--- config.mk ---
export PLATFORM = sky130hd
export DESIGN_NAME = ospc_top
export DESIGN_NICKNAME = d
export VERILOG_FILES = /design/src/ospc_pkg.sv /design/src/ospc_crystal_sel_rom.sv /design/src/ospc_top.sv
export VERILOG_INCLUDE_DIRS = /design/src
export SDC_FILE = /design/constraint.sdc
export NUM_CORES = 1
export LEC_CHECK = 0
export BUFFER_PORTS_ARGS = -buffer_cell sky130_fd_sc_hd__buf_2
export CAP_MARGIN = 20
export CORE_ASPECT_RATIO = 1.4
export CORE_MARGIN = 10
export CORE_UTILIZATION = 50
export CTS_CLUSTER_SIZE = 40
export DETAILED_ROUTE_END_ITERATION = 6
export HOLD_SLACK_MARGIN = 0.08
export PLACE_DENSITY = 0.74
export SYNTH_ARGS = -nofsm -noshare
export SYNTH_HDL_FRONTEND = slang
export SYNTH_SLANG_ARGS = --single-unit
--- constraint.sdc ---
create_clock -name aclk -period 4.4 [get_ports aclk]
set_input_delay 1.1 -clock aclk [delete_from_list [all_inputs] [get_ports aclk]]
set_output_delay 1.1 -clock aclk [all_outputs]
set_load 0.01 [all_outputs]
--- src/ospc_defs.svh ---
// Offsets, field positions, reset values and timing counts for the oscillator
// source and PLL configuration block. Assumes a 10 MHz system clock.
`ifndef OSPC_DEFS_SVH
`define OSPC_DEFS_SVH

`define OSPC_MAP_OFF 12'h064
`define OSPC_CFG_OFF 12'h060
`define OSPC_STAT_OFF 12'h068
`define OSPC_MASK_OFF 12'h06C
`define OSPC_PLL_POWER_OFF_BIT 13
`define OSPC_OEN_BIT 12
`define OSPC_BYPASS_BIT 11
`define OSPC_PLL_CHECK_EN_BIT 10
`define OSPC_CRYSTAL_SEL_HI 9
`define OSPC_CRYSTAL_SEL_LO 6
`define OSPC_SRC_HI 5
`define OSPC_SRC_LO 4
`define OSPC_IOVER_BIT 3
`define OSPC_MOVER_BIT 2
`define OSPC_IOFF_BIT 1
`define OSPC_MOFF_BIT 0
`define OSPC_CFG_RESET 32'h00003AC0
`define OSPC_CFG_WMASK 32'h00003FFF
`define OSPC_CRYSTAL_SEL_RSVD_MAX 4'h3
`define OSPC_OD_HI 15
`define OSPC_OD_LO 14
`define OSPC_F_HI 13
`define OSPC_F_LO 5
`define OSPC_R_HI 4
`define OSPC_R_LO 0
`define OSPC_CLK_MHZ 10
`define OSPC_CHECK_WINDOW_US 100
`define OSPC_CHECK_CYCLES (`OSPC_CHECK_WINDOW_US * `OSPC_CLK_MHZ)
`define OSPC_CNT_W 11
`define OSPC_ST_PLL 2
`define OSPC_ST_IOSC 1
`define OSPC_ST_MOSC 0
`define OSPC_SLVERR 2'h2
`define OSPC_OKAY 2'h0

`endif

--- src/ospc_pkg.sv ---
// Types shared by the oscillator source and PLL configuration block.
// Assumes ospc_defs.svh is on the include path.
package ospc_pkg;
  typedef enum logic [1:0] {OSC_MAIN, OSC_INT, OSC_INT_DIV4, OSC_RSVD} ospc_src_t;
  typedef enum logic [1:0] {PLL_POWER_DOWN, PLL_NORMAL, PLL_OUT_OFF} ospc_pll_mode_t;
  // PLL programming word presented by the translation register
  typedef struct packed {
    logic [1:0] od;
    logic [8:0] f;
    logic [4:0] r;
  } ospc_pll_set_t;
  // Analog-side controls
  typedef struct packed {
    logic main_osc_off;
    logic int_osc_off;
    ospc_src_t osc_source_sel;
    logic pll_power_off;
    logic pll_output_enable_n;
    logic pll_bypass;
    ospc_pll_mode_t pll_mode;
  } ospc_ctrl_t;
  // Liveness ticks from each checked clock, already in the system domain
  typedef struct packed {
    logic pll_tick;
    logic int_osc_tick;
    logic main_osc_tick;
  } ospc_alive_t;
endpackage

--- src/ospc_crystal_sel_rom.sv ---
// Crystal code to PLL settings table with registered read data.
// Assumes the caller waits one enabled clock for the data to follow the code.
`timescale 1ns/1ps
`default_nettype none
module ospc_crystal_sel_rom (
  input wire logic aclk,
  input wire logic aresetn,
  input wire logic ce,
  input wire logic [3:0] code,
  output ospc_pkg::ospc_pll_set_t data
);
  import ospc_pkg::*;
  ospc_pll_set_t rom_value;

  // Settings aim each crystal at a 200 MHz VCO; reserved codes read as zero
  always_comb begin
    unique case (code)
      4'h4: rom_value = '{od: 2'h0, f: 9'h0DF, r: 5'h03};
      4'h5: rom_value = '{od: 2'h0, f: 9'h0D8, r: 5'h03};
      4'h6: rom_value = '{od: 2'h0, f: 9'h031, r: 5'h00};
      4'h7: rom_value = '{od: 2'h0, f: 9'h060, r: 5'h01};
      4'h8: rom_value = '{od: 2'h0, f: 9'h0A1, r: 5'h03};
      4'h9: rom_value = '{od: 2'h0, f: 9'h027, r: 5'h00};
      4'hA: rom_value = '{od: 2'h0, f: 9'h04D, r: 5'h01};
      4'hB: rom_value = '{od: 2'h0, f: 9'h063, r: 5'h02};
      4'hC: rom_value = '{od: 2'h0, f: 9'h07F, r: 5'h03};
      4'hD: rom_value = '{od: 2'h0, f: 9'h068, r: 5'h03};
      4'hE: rom_value = '{od: 2'h0, f: 9'h018, r: 5'h00};
      4'hF: rom_value = '{od: 2'h0, f: 9'h02F, r: 5'h01};
      default: rom_value = '0;
    endcase
  end

  // Registered read port
  always_ff @(posedge aclk) begin
    if (!aresetn) begin
      data <= '0;
    end else if (ce) begin
      data <= rom_value;
    end
  end
endmodule
`default_nettype wire

--- src/ospc_top.sv ---
// Oscillator source selection, crystal code and PLL configuration with
// clock verification timers, behind an AXI4-Lite slave.
// Assumes liveness ticks arrive synchronous to aclk from the analog side.
// A low ce freezes every register, bus handshakes included.
//
// The AXI4-Lite interface to the registers was chosen for this implementation.
`timescale 1ns/1ps
`default_nettype none
`include "ospc_defs.svh"
module ospc_top (
  input wire logic aclk,
  input wire logic aresetn,
  input wire logic ce,
  input wire logic [11:0] s_axi_awaddr,
  input wire logic s_axi_awvalid,
  output logic s_axi_awready,
  input wire logic [31:0] s_axi_wdata,
  input wire logic [3:0] s_axi_wstrb,
  input wire logic s_axi_wvalid,
  output logic s_axi_wready,
  output logic [1:0] s_axi_bresp,
  output logic s_axi_bvalid,
  input wire logic s_axi_bready,
  input wire logic [11:0] s_axi_araddr,
  input wire logic s_axi_arvalid,
  output logic s_axi_arready,
  output logic [31:0] s_axi_rdata,
  output logic [1:0] s_axi_rresp,
  output logic s_axi_rvalid,
  input wire logic s_axi_rready,
  input wire ospc_pkg::ospc_alive_t alive,
  output ospc_pkg::ospc_ctrl_t ctrl,
  output ospc_pkg::ospc_pll_set_t pll_set,
  output logic irq
);
  import ospc_pkg::*;

  // Registers and write holding stage
  logic [31:0] cfg_reg;
  logic [2:0] status_reg;
  logic [2:0] mask_reg;
  logic [11:0] aw_addr_reg;
  logic [31:0] w_data_reg;
  logic [3:0] w_strb_reg;
  logic aw_have_reg;
  logic w_have_reg;

  // Translation reload tracking
  logic [3:0] last_crystal_sel_reg;
  logic map_valid_reg;
  logic reload_reg;
  ospc_pll_set_t rom_data;

  // Watchdog and flag wiring
  logic [2:0] fail_pulse;
  logic [2:0] check_en;
  logic [2:0] tick_vec;
  logic [2:0] status_next;

  // Bus decode and next values
  logic [31:0] cfg_next;
  logic [31:0] rd_next;
  logic [1:0] rresp_next;
  logic wr_fire;
  logic wr_cfg;
  logic wr_mask;
  logic wr_mapped;
  logic rd_fire;
  logic stat_read;

  // Decoded configuration fields
  logic [3:0] crystal_sel;
  logic [1:0] src_field;
  ospc_src_t src_eff;
  ospc_pll_mode_t mode_next;

  // Fields of the configuration word
  assign crystal_sel = cfg_reg[`OSPC_CRYSTAL_SEL_HI:`OSPC_CRYSTAL_SEL_LO];
  assign src_field = cfg_reg[`OSPC_SRC_HI:`OSPC_SRC_LO];

  // Each watchdog is enabled by its own bit and fed by its own clock's tick
  assign check_en[`OSPC_ST_PLL] = cfg_reg[`OSPC_PLL_CHECK_EN_BIT];
  assign check_en[`OSPC_ST_IOSC] = cfg_reg[`OSPC_IOVER_BIT];
  assign check_en[`OSPC_ST_MOSC] = cfg_reg[`OSPC_MOVER_BIT];
  assign tick_vec[`OSPC_ST_PLL] = alive.pll_tick;
  assign tick_vec[`OSPC_ST_IOSC] = alive.int_osc_tick;
  assign tick_vec[`OSPC_ST_MOSC] = alive.main_osc_tick;

  // Write fires once both address and data are held; response slot must be free
  assign wr_fire = aw_have_reg && w_have_reg && !s_axi_bvalid;
  assign rd_fire = s_axi_arvalid && s_axi_arready;
  assign stat_read = rd_fire && (s_axi_araddr == `OSPC_STAT_OFF);

  // Write address channel: one beat held until the write completes
  // Ready drops for the cycle after a beat is taken, so no beat is taken twice
  always_ff @(posedge aclk) begin
    if (!aresetn) begin
      aw_have_reg <= 1'b0;
      aw_addr_reg <= '0;
      s_axi_awready <= 1'b0;
    end else if (ce) begin
      if (s_axi_awvalid && s_axi_awready) begin
        aw_have_reg <= 1'b1;
        aw_addr_reg <= s_axi_awaddr;
      end else if (wr_fire) begin
        aw_have_reg <= 1'b0;
      end
      s_axi_awready <= !aw_have_reg && !(s_axi_awvalid && s_axi_awready);
    end
  end

  // Write data channel, independent of address order
  always_ff @(posedge aclk) begin
    if (!aresetn) begin
      w_have_reg <= 1'b0;
      w_data_reg <= '0;
      w_strb_reg <= '0;
      s_axi_wready <= 1'b0;
    end else if (ce) begin
      if (s_axi_wvalid && s_axi_wready) begin
        w_have_reg <= 1'b1;
        w_data_reg <= s_axi_wdata;
        w_strb_reg <= s_axi_wstrb;
      end else if (wr_fire) begin
        w_have_reg <= 1'b0;
      end
      s_axi_wready <= !w_have_reg && !(s_axi_wvalid && s_axi_wready);
    end
  end

  // Byte-lane merge into the configuration word; unused bits stay zero
  always_comb begin
    cfg_next = cfg_reg;
    for (int i = 0; i < 4; i++) begin
      if (w_strb_reg[i]) begin
        cfg_next[i*8 +: 8] = w_data_reg[i*8 +: 8];
      end
    end
    cfg_next = cfg_next & `OSPC_CFG_WMASK;
  end

  // Write decode of the held address; read-only offsets answer OKAY, data dropped
  assign wr_cfg = wr_fire && (aw_addr_reg == `OSPC_CFG_OFF);
  assign wr_mask = wr_fire && (aw_addr_reg == `OSPC_MASK_OFF);
  assign wr_mapped = (aw_addr_reg == `OSPC_CFG_OFF) || (aw_addr_reg == `OSPC_MASK_OFF)
                     || (aw_addr_reg == `OSPC_STAT_OFF) || (aw_addr_reg == `OSPC_MAP_OFF);

  // Configuration register
  always_ff @(posedge aclk) begin
    if (!aresetn) begin
      cfg_reg <= `OSPC_CFG_RESET; // power-down, bypass, 6 MHz code
    end else if (ce && wr_cfg) begin
      cfg_reg <= cfg_next; // off bits and source take effect
    end
  end

  // Interrupt mask; only byte lane 0 carries flag bits
  always_ff @(posedge aclk) begin
    if (!aresetn) begin
      mask_reg <= '0;
    end else if (ce && wr_mask && w_strb_reg[0]) begin
      mask_reg <= w_data_reg[2:0];
    end
  end

  // Write response: unmapped offsets answer SLVERR and the data is discarded
  always_ff @(posedge aclk) begin
    if (!aresetn) begin
      s_axi_bvalid <= 1'b0;
      s_axi_bresp <= `OSPC_OKAY;
    end else if (ce) begin
      if (wr_fire) begin
        s_axi_bvalid <= 1'b1;
        s_axi_bresp <= wr_mapped ? `OSPC_OKAY : `OSPC_SLVERR;
      end else if (s_axi_bvalid && s_axi_bready) begin
        s_axi_bvalid <= 1'b0;
      end
    end
  end

  // Read mux; reserved fields read as zero
  always_comb begin
    rd_next = '0;
    rresp_next = `OSPC_OKAY;
    unique case (s_axi_araddr)
      `OSPC_CFG_OFF: rd_next = cfg_reg;
      `OSPC_MAP_OFF: begin
        rd_next[`OSPC_OD_HI:`OSPC_OD_LO] = pll_set.od;
        rd_next[`OSPC_F_HI:`OSPC_F_LO] = pll_set.f;
        rd_next[`OSPC_R_HI:`OSPC_R_LO] = pll_set.r;
      end
      `OSPC_STAT_OFF: rd_next[2:0] = status_reg;
      `OSPC_MASK_OFF: rd_next[2:0] = mask_reg;
      default: rresp_next = `OSPC_SLVERR;
    endcase
  end

  // Read channel: one read in flight, answer one cycle after acceptance
  always_ff @(posedge aclk) begin
    if (!aresetn) begin
      s_axi_arready <= 1'b0;
      s_axi_rvalid <= 1'b0;
      s_axi_rdata <= '0;
      s_axi_rresp <= `OSPC_OKAY;
    end else if (ce) begin
      if (rd_fire) begin
        s_axi_rvalid <= 1'b1;
        s_axi_rdata <= rd_next;
        s_axi_rresp <= rresp_next;
      end else if (s_axi_rvalid && s_axi_rready) begin
        s_axi_rvalid <= 1'b0;
      end
      s_axi_arready <= !s_axi_rvalid && !rd_fire && !s_axi_arready;
    end
  end

  // Translation table lookup
  ospc_crystal_sel_rom u_rom (
    .aclk(aclk),
    .aresetn(aresetn),
    .ce(ce),
    .code(crystal_sel),
    .data(rom_data)
  );

  // Watch the crystal code; a change or the end of reset schedules a reload
  always_ff @(posedge aclk) begin
    if (!aresetn) begin
      last_crystal_sel_reg <= `OSPC_CRYSTAL_SEL_RSVD_MAX;
      reload_reg <= 1'b0;
      map_valid_reg <= 1'b0;
    end else if (ce) begin
      last_crystal_sel_reg <= crystal_sel;
      reload_reg <= (crystal_sel != last_crystal_sel_reg) || !map_valid_reg;
      map_valid_reg <= 1'b1;
    end
  end

  // Translation register loads after the table has settled on the new code
  always_ff @(posedge aclk) begin
    if (!aresetn) begin
      pll_set <= '0;
    end else if (ce && reload_reg) begin
      pll_set <= rom_data; // reserved codes give zero
    end
  end

  // Per-clock verification timers; a missing tick for a full window is a failure
  genvar g;
  generate
    for (g = 0; g < 3; g++) begin : g_check
      logic [`OSPC_CNT_W-1:0] cnt_reg;
      logic expired;
      // A clock slower than one tick per window reads as stopped
      assign expired = (cnt_reg == `OSPC_CNT_W'(`OSPC_CHECK_CYCLES - 1));
      always_ff @(posedge aclk) begin
        if (!aresetn) begin
          cnt_reg <= '0;
        end else if (ce) begin
          if (!check_en[g] || tick_vec[g]) begin
            cnt_reg <= '0; // disabled checks stay idle
          end else if (expired) begin
            cnt_reg <= '0;
          end else begin
            cnt_reg <= cnt_reg + 1'b1;
          end
        end
      end
      assign fail_pulse[g] = check_en[g] && !tick_vec[g] && expired;
    end
  endgenerate

  // Next flag state: a read clears, a failure in the same cycle still sets
  assign status_next = (stat_read ? 3'h0 : status_reg) | fail_pulse;

  // Sticky failure flags; a read clears them but a new failure wins
  always_ff @(posedge aclk) begin
    if (!aresetn) begin
      status_reg <= '0;
    end else if (ce) begin
      status_reg <= status_next;
    end
  end

  // Level interrupt from unmasked flags
  always_ff @(posedge aclk) begin
    if (!aresetn) begin
      irq <= 1'b0;
    end else if (ce) begin
      irq <= |(status_next & mask_reg);
    end
  end

  // Effective source: reserved code falls back to the main oscillator
  always_comb begin
    unique case (src_field)
      2'h1: src_eff = OSC_INT;
      2'h2: src_eff = OSC_INT_DIV4; // the only internal choice fit for the PLL
      default: src_eff = OSC_MAIN;
    endcase
  end

  // PLL mode: power-off dominates the output enable
  always_comb begin
    if (cfg_reg[`OSPC_PLL_POWER_OFF_BIT]) begin
      mode_next = PLL_POWER_DOWN;
    end else if (!cfg_reg[`OSPC_OEN_BIT]) begin
      mode_next = PLL_NORMAL;
    end else begin
      mode_next = PLL_OUT_OFF;
    end
  end

  // Registered analog-side controls
  always_ff @(posedge aclk) begin
    if (!aresetn) begin
      ctrl <= '{main_osc_off: 1'b0,
                int_osc_off: 1'b0,
                osc_source_sel: OSC_MAIN,
                pll_power_off: 1'b1,
                pll_output_enable_n: 1'b1,
                pll_bypass: 1'b1,
                pll_mode: PLL_POWER_DOWN}; // PLL parked until software runs it
    end else if (ce) begin
      ctrl.main_osc_off <= cfg_reg[`OSPC_MOFF_BIT];
      ctrl.int_osc_off <= cfg_reg[`OSPC_IOFF_BIT];
      ctrl.osc_source_sel <= src_eff;
      ctrl.pll_power_off <= cfg_reg[`OSPC_PLL_POWER_OFF_BIT];
      ctrl.pll_output_enable_n <= cfg_reg[`OSPC_OEN_BIT];
      ctrl.pll_bypass <= cfg_reg[`OSPC_BYPASS_BIT]; // high: oscillator feeds system
      ctrl.pll_mode <= mode_next;
    end
  end
endmodule
`default_nettype wire

==> impl_metrics.json, run 1 <==
{
  "rr_startpoint": "s_axi_arready",
  "grtUsageTotal_pct": 18.0,
  "powerDensity_nw_per_um2": 404,
  "grt_overflow": 0,
  "die_h_um": 151,
  "synth_area_um2": 6160,
  "portBuffers": 91,
  "rsz0062_at_grt": "false",
  "endpoint_kind": "flip-flop",
  "detail_route.wirelength_um": 15400,
  "grt_max_degree": 60,
  "status": "finished clean",
  "io_pins": 138,
  "cp-startpoint": "aresetn",
  "ir_worst_vdd_mv": 0.255,
  "worst_pin_slew_ns": 1.03,
  "setup_tns_ns": 0,
  "max_cap_viol_count": 0,
  "layout_common_cells": "140 x dfxtp_1, 115 x nand2_1, 91 x buf_2",
  "async_flop_share_pct": 0,
  "reg2reg_slack_ns": 2.43,
  "largest_reg_flops": 33,
  "drtIter0Drc": 309,
  "hpwlAfterDp_um": 11000,
  "clock-root-buffer": "clkbuf_16",
  "finalHoldViolations": 0,
  "antenna_found_initial": 0,
  "synth_edf_count": 0,
  "final_layout_size_suffix_gt1_share_pct": 17.4,
  "cp-start-kind": "input port",
  "pre_cts_ws_ns": 1.45,
  "placed_area_um2": 6530,
  "timing.final.ws_setup_ns": 1.92,
  "rows": 47,
  "path_class": "input port to flip-flop",
  "worstRegToRegCells": 4,
  "grt_pass1_wl_um": 25500,
  "layout_commonest_cell": "dfxtp_1",
  "period_needed_ns": 2.48,
  "cts_resized": 0,
  "h-tree-depth": 4,
  "fmax_mhz": 403,
  "finalNonFillerCells": 962,
  "wl_per_cell_um": 16.0,
  "drv_slew": 0,
  "ys_top_cells_by_area": "dfxtp_1 45%, nand2_1 7.0%, a21oi_1 6.4%",
  "layout.nets": 881,
  "yosys_warnings": 0,
  "clkTransAtPathRegs_ns": 0.06,
  "p_total_mw": 2.88,
  "crit_required_ns": 4.69,
  "synth_area_leader_cell": "dfxtp_1",
  "setup_violations": 0,
  "via_per_inst": 5.59,
  "ys_ff_latch": 140,
  "vias": 5381,
  "drc": 0,
  "p_leak_nw": 2.78,
  "syn_avg_cell_area_um2": 8.40,
  "dp_cells": 930,
  "fill_cells": 1035,
  "ys.flop_type": "dfxtp_1",
  "clk_latency_ns": 0.42,
  "arrival_ns": 2.77,
  "diodes": 0,
  "r2r_end": "s_axi_rdata[9]",
  "cts_inserted_buffers": 17,
  "path_max_fanout": 59,
  "slew_headroom_pct": 31.6,
  "initial_core_util_pct": 51.6,
  "final_cell_area_um2": 7130,
  "firstDrtPassIters": 5,
  "synth_cell_types": 52,
  "area_growth_pct": 15.7,
  "grt_pass1_vias": 5351,
  "postCtsHoldBufs": 0,
  "ant_nets": 0,
  "cts_buffer_depth": 2,
  "period_share_pct": 56.4,
  "cts_tree": "done",
  "dieArea_um2": 17200,
  "cts_sinks": 140,
  "synthCells": 734,
  "critical_path.endpoint": "s_axi_bvalid",
  "coreArea_um2": 11900,
  "ys_seq_area_share_pct": 45.5,
  "hold_path_class": "flip-flop to flip-flop",
  "gp_congestion": 0.869,
  "hp-start": "u_rom.data[12]",
  "skew_ns": 0.00663,
  "post_cts_buffers": 0,
  "synth_top_area_share_pct": 45.5,
  "die_x_um": 114
}
-- worst min path at each step --
stage,to,slack (ns),cells after the start
detailed placement,pll_set[8],0.44,2
global placement,aw_addr_reg[6],0.44,2
CTS,pll_set[8],0.45,2
finish,pll_set[12],0.45,2
floorplan,pll_set[12],0.43,2
global route,ctrl[6],0.47,2
-- synth_stat cells, types with 11 or more instances --
master / number
clkbuf_1: 30
mux2i_1: 14
nor3_1: 11
xor2_1: 16
nand3_1: 40
nor2_1: 67
a31oi_1: 13
xnor2_1: 15
buf_4: 29
o21ai_0: 28
nand4_1: 24
dfxtp_1: 140
a21oi_1: 79
nand2_1: 115
-- stage by stage --
stage / hold slack [ns] / utilization [%]
global placement: 0.440 / 54.7
CTS: 0.451 / 59.8
finish: 0.452 / 59.8
global route: 0.470 / 59.8
detailed placement: 0.442 / 54.7
floorplan: 0.428 / -
-- cell type report --
| cell class | count | area (um^2) | area share [%] |
|---|---|---|---|
| Clock buffer | 22 | 494 | 6.93 |
| Clock inverter | 10 | 113 | 1.58 |
| Inverter | 9 | 33.8 | 0.474 |
| Multi-Input combinational cell | 539 | 3020 | 42.3 |
| Sequential cell | 140 | 2800 | 39.3 |
| Tap cell | 147 | 184 | 2.58 |
| Timing Repair Buffer | 95 | 485 | 6.81 |
-- logic make-up (layout without fill, tap and decap cells) --
kind of cell               after synthesis  in the layout  share of synthesized area [%]
buffers and inverters                   80            136                           7.06
AOI/OAI and AO/OA                      149            149                           13.9
xor gates and xnor gates                31             31                           4.40
adders and majority gates                8              8                           1.62
other                                    1             26                         0.0608
DFF                                    140            140                           45.5
muxes                                   17             17                           3.19
and+or+nand+nor                        308            308                           24.3
-- power breakdown --
group	switching (mW)	internal (mW)	total (mW)
Clock	0.524	0.905	1.43
Sequential	0.0175	1.29	1.31
Combinational	0.0948	0.0486	0.143
Total	0.636	2.24	2.88
-- layer usage --
layer  GRT usage (%)  part of all wire (%)  up-vias
li1                -                     -     2659
met1            20.4                    42     2509
met2            29.9                    48      191
met3            7.05                   8.7       22
met4            6.78                   1.6        0
met5               0                     0        -
-- critical path: stages --
cell	delay (ns)
buf_2	0.26
inv_2	0.82
buf_4	0.47
nor2_1	0.09
Power figures use the tool's default switching activity.
==> run 2, diff against run 1 <==
--- a/config.mk
+++ b/config.mk
@@ -10,11 +10,11 @@
 export CAP_MARGIN = 20
 export CORE_ASPECT_RATIO = 1.4
 export CORE_MARGIN = 10
-export CORE_UTILIZATION = 50
+export CORE_UTILIZATION = 49
 export CTS_CLUSTER_SIZE = 40
 export DETAILED_ROUTE_END_ITERATION = 6
 export HOLD_SLACK_MARGIN = 0.08
-export PLACE_DENSITY = 0.74
+export PLACE_DENSITY = 0.75
 export SYNTH_ARGS = -nofsm -noshare
 export SYNTH_HDL_FRONTEND = slang
 export SYNTH_SLANG_ARGS = --single-unit
==> constraint.sdc (replaced) <==
create_clock -name aclk -period 2.1 [get_ports aclk]
set_input_delay 0.525 -clock aclk [delete_from_list [all_inputs] [get_ports aclk]]
set_output_delay 0.525 -clock aclk [all_outputs]
set_load 0.01 [all_outputs]
==> run 2 against run 1 <==
Compared with the run above: register-to-register slack worse by 2.1 ns; combinational power increased by 120%; worst setup slack lost 1.6 ns; clock-buffer cell count down 2; sequential power grew 110%; final area rose by 2.7%; clock skew down 0.0014 ns; non-clock buffer count grew 21; core utilization shrank 0.25 points; via count shrank 0.52%; largest power group unchanged.
==> impl_metrics.json, run 2 (synthesized netlist as in run 1, its figures left out) <==
{
  "skew_ns": 0.00522,
  "drc": 0,
  "ir_worst_vdd_mv": 0.600,
  "period_needed_ns": 1.73,
  "clock-root-buffer": "clkbuf_16",
  "placed_area_um2": 6700,
  "rows": 48,
  "max_cap_viol_count": 0,
  "diodes": 0,
  "finalHoldViolations": 0,
  "endpoint_kind": "flip-flop",
  "worst_pin_slew_ns": 0.628,
  "status": "finished clean",
  "drv_slew": 0,
  "layout_common_cells": "140 x dfxtp_1, 115 x nand2_1, 91 x buf_2",
  "grt_max_degree": 42,
  "path_max_fanout": 10,
  "finalNonFillerCells": 986,
  "p_total_mw": 6.21,
  "rsz0062_at_grt": "false",
  "hold_path_class": "input port to flip-flop",
  "die_x_um": 115,
  "rr_startpoint": "g_check[0].cnt_reg[0]",
  "cts_tree": "done",
  "p_leak_nw": 2.91,
  "grt_overflow": 0,
  "gp_congestion": 0.861,
  "grt_pass1_vias": 5014,
  "final_layout_size_suffix_gt1_share_pct": 19.4,
  "setup_violations": 0,
  "crit_required_ns": 2.40,
  "initial_core_util_pct": 50.1,
  "vias": 5353,
  "dp_cells": 954,
  "arrival_ns": 2.03,
  "clk_latency_ns": 0.42,
  "cts_resized": 0,
  "cts_inserted_buffers": 17,
  "firstDrtPassIters": 5,
  "seqCellArea_um2": 2800,
  "path_class": "flip-flop to flip-flop",
  "drtIter0Drc": 266,
  "hpwlAfterDp_um": 10900,
  "period_share_pct": 82.5,
  "hold_slack_ns": 0.334,
  "slew_headroom_pct": 58.2,
  "fmax_mhz": 577,
  "postCtsHoldBufs": 0,
  "setup_tns_ns": 0,
  "cts_sinks": 140,
  "multi_input_area_um2": 3020,
  "largest_reg_flops": 33,
  "grt_pass1_wl_um": 24500,
  "layout.nets": 902,
  "fill_cells": 1119,
  "wl_per_cell_um": 15.3,
  "layout_commonest_cell": "dfxtp_1",
  "cp-startpoint": "g_check[0].cnt_reg[0]",
  "dieArea_um2": 17500,
  "post_cts_buffers": 0,
  "clkTransAtPathRegs_ns": 0.06,
  "ant_nets": 0,
  "grtUsageTotal_pct": 16.8,
  "final_cell_area_um2": 7330,
  "area_growth_pct": 18.8,
  "die_h_um": 153,
  "timing.final.ws_setup_ns": 0.366,
  "cts_buffer_depth": 2,
  "via_per_inst": 5.43,
  "hp-start": "s_axi_awaddr[5]",
  "final_util_pct": 59.5,
  "portBuffers": 91,
  "pre_cts_ws_ns": 0.209,
  "cp-start-kind": "flip-flop",
  "coreArea_um2": 12300,
  "h-tree-depth": 4,
  "antenna_found_initial": 0,
  "io_pins": 138,
  "detail_route.wirelength_um": 15100,
  "powerDensity_nw_per_um2": 847
}
[run 2: changes by cell type in the layout (fill, tap and decap cells not counted), sizes merged]
cell      delta
clkinv       +3
buf         +21
clkinvlp     -3
bufinv       +2
clkbuf       -2
[run 2: report_power, final]
group          switching [mW]  internal (mW)  total (mW)
combinational           0.202          0.118       0.320
clock                    1.11           2.04        3.15
sequential             0.0332           2.70        2.74
[run 2: final timing paths]
| check | cells past startpoint | to | slack (ns) |
|---|---|---|---|
| setup / recovery | 5 | g_check[0].cnt_reg[3] | 0.37 |
| hold / removal | 3 | aw_addr_reg[5] | 0.33 |
| setup reg to reg | 5 | g_check[0].cnt_reg[3] | 0.37 |
| hold reg to reg | 2 | pll_set[6] | 0.45 |
[run 2: worst max-delay path: stages (launching register included)]
cell	delay (ns)
dfxtp_1	0.41
ha_1	0.30
and4bb_2	0.27
a41oi_1	0.14
o21ai_2	0.38
nor2_1	0.10
[run 2: per-layer routing]
metal	vias to the layer above	GRT usage [%]	share of wire (%)
met2	154	27.0	47
met3	17	5.99	7.7
met4	0	5.91	1.7
met5	-	0	0
met1	2485	20.1	43
li1	2697	-	-
[run 2: layout make-up]
class                   count  share of cell area [%]
multi-input cells         539                    41.2
flip-flops and latches    140                    38.3
repair buffers            116                    8.95
clock buffers              20                    6.23
well taps                 150                    2.56
clock inverters            12                    2.31
inverters                   9                   0.461
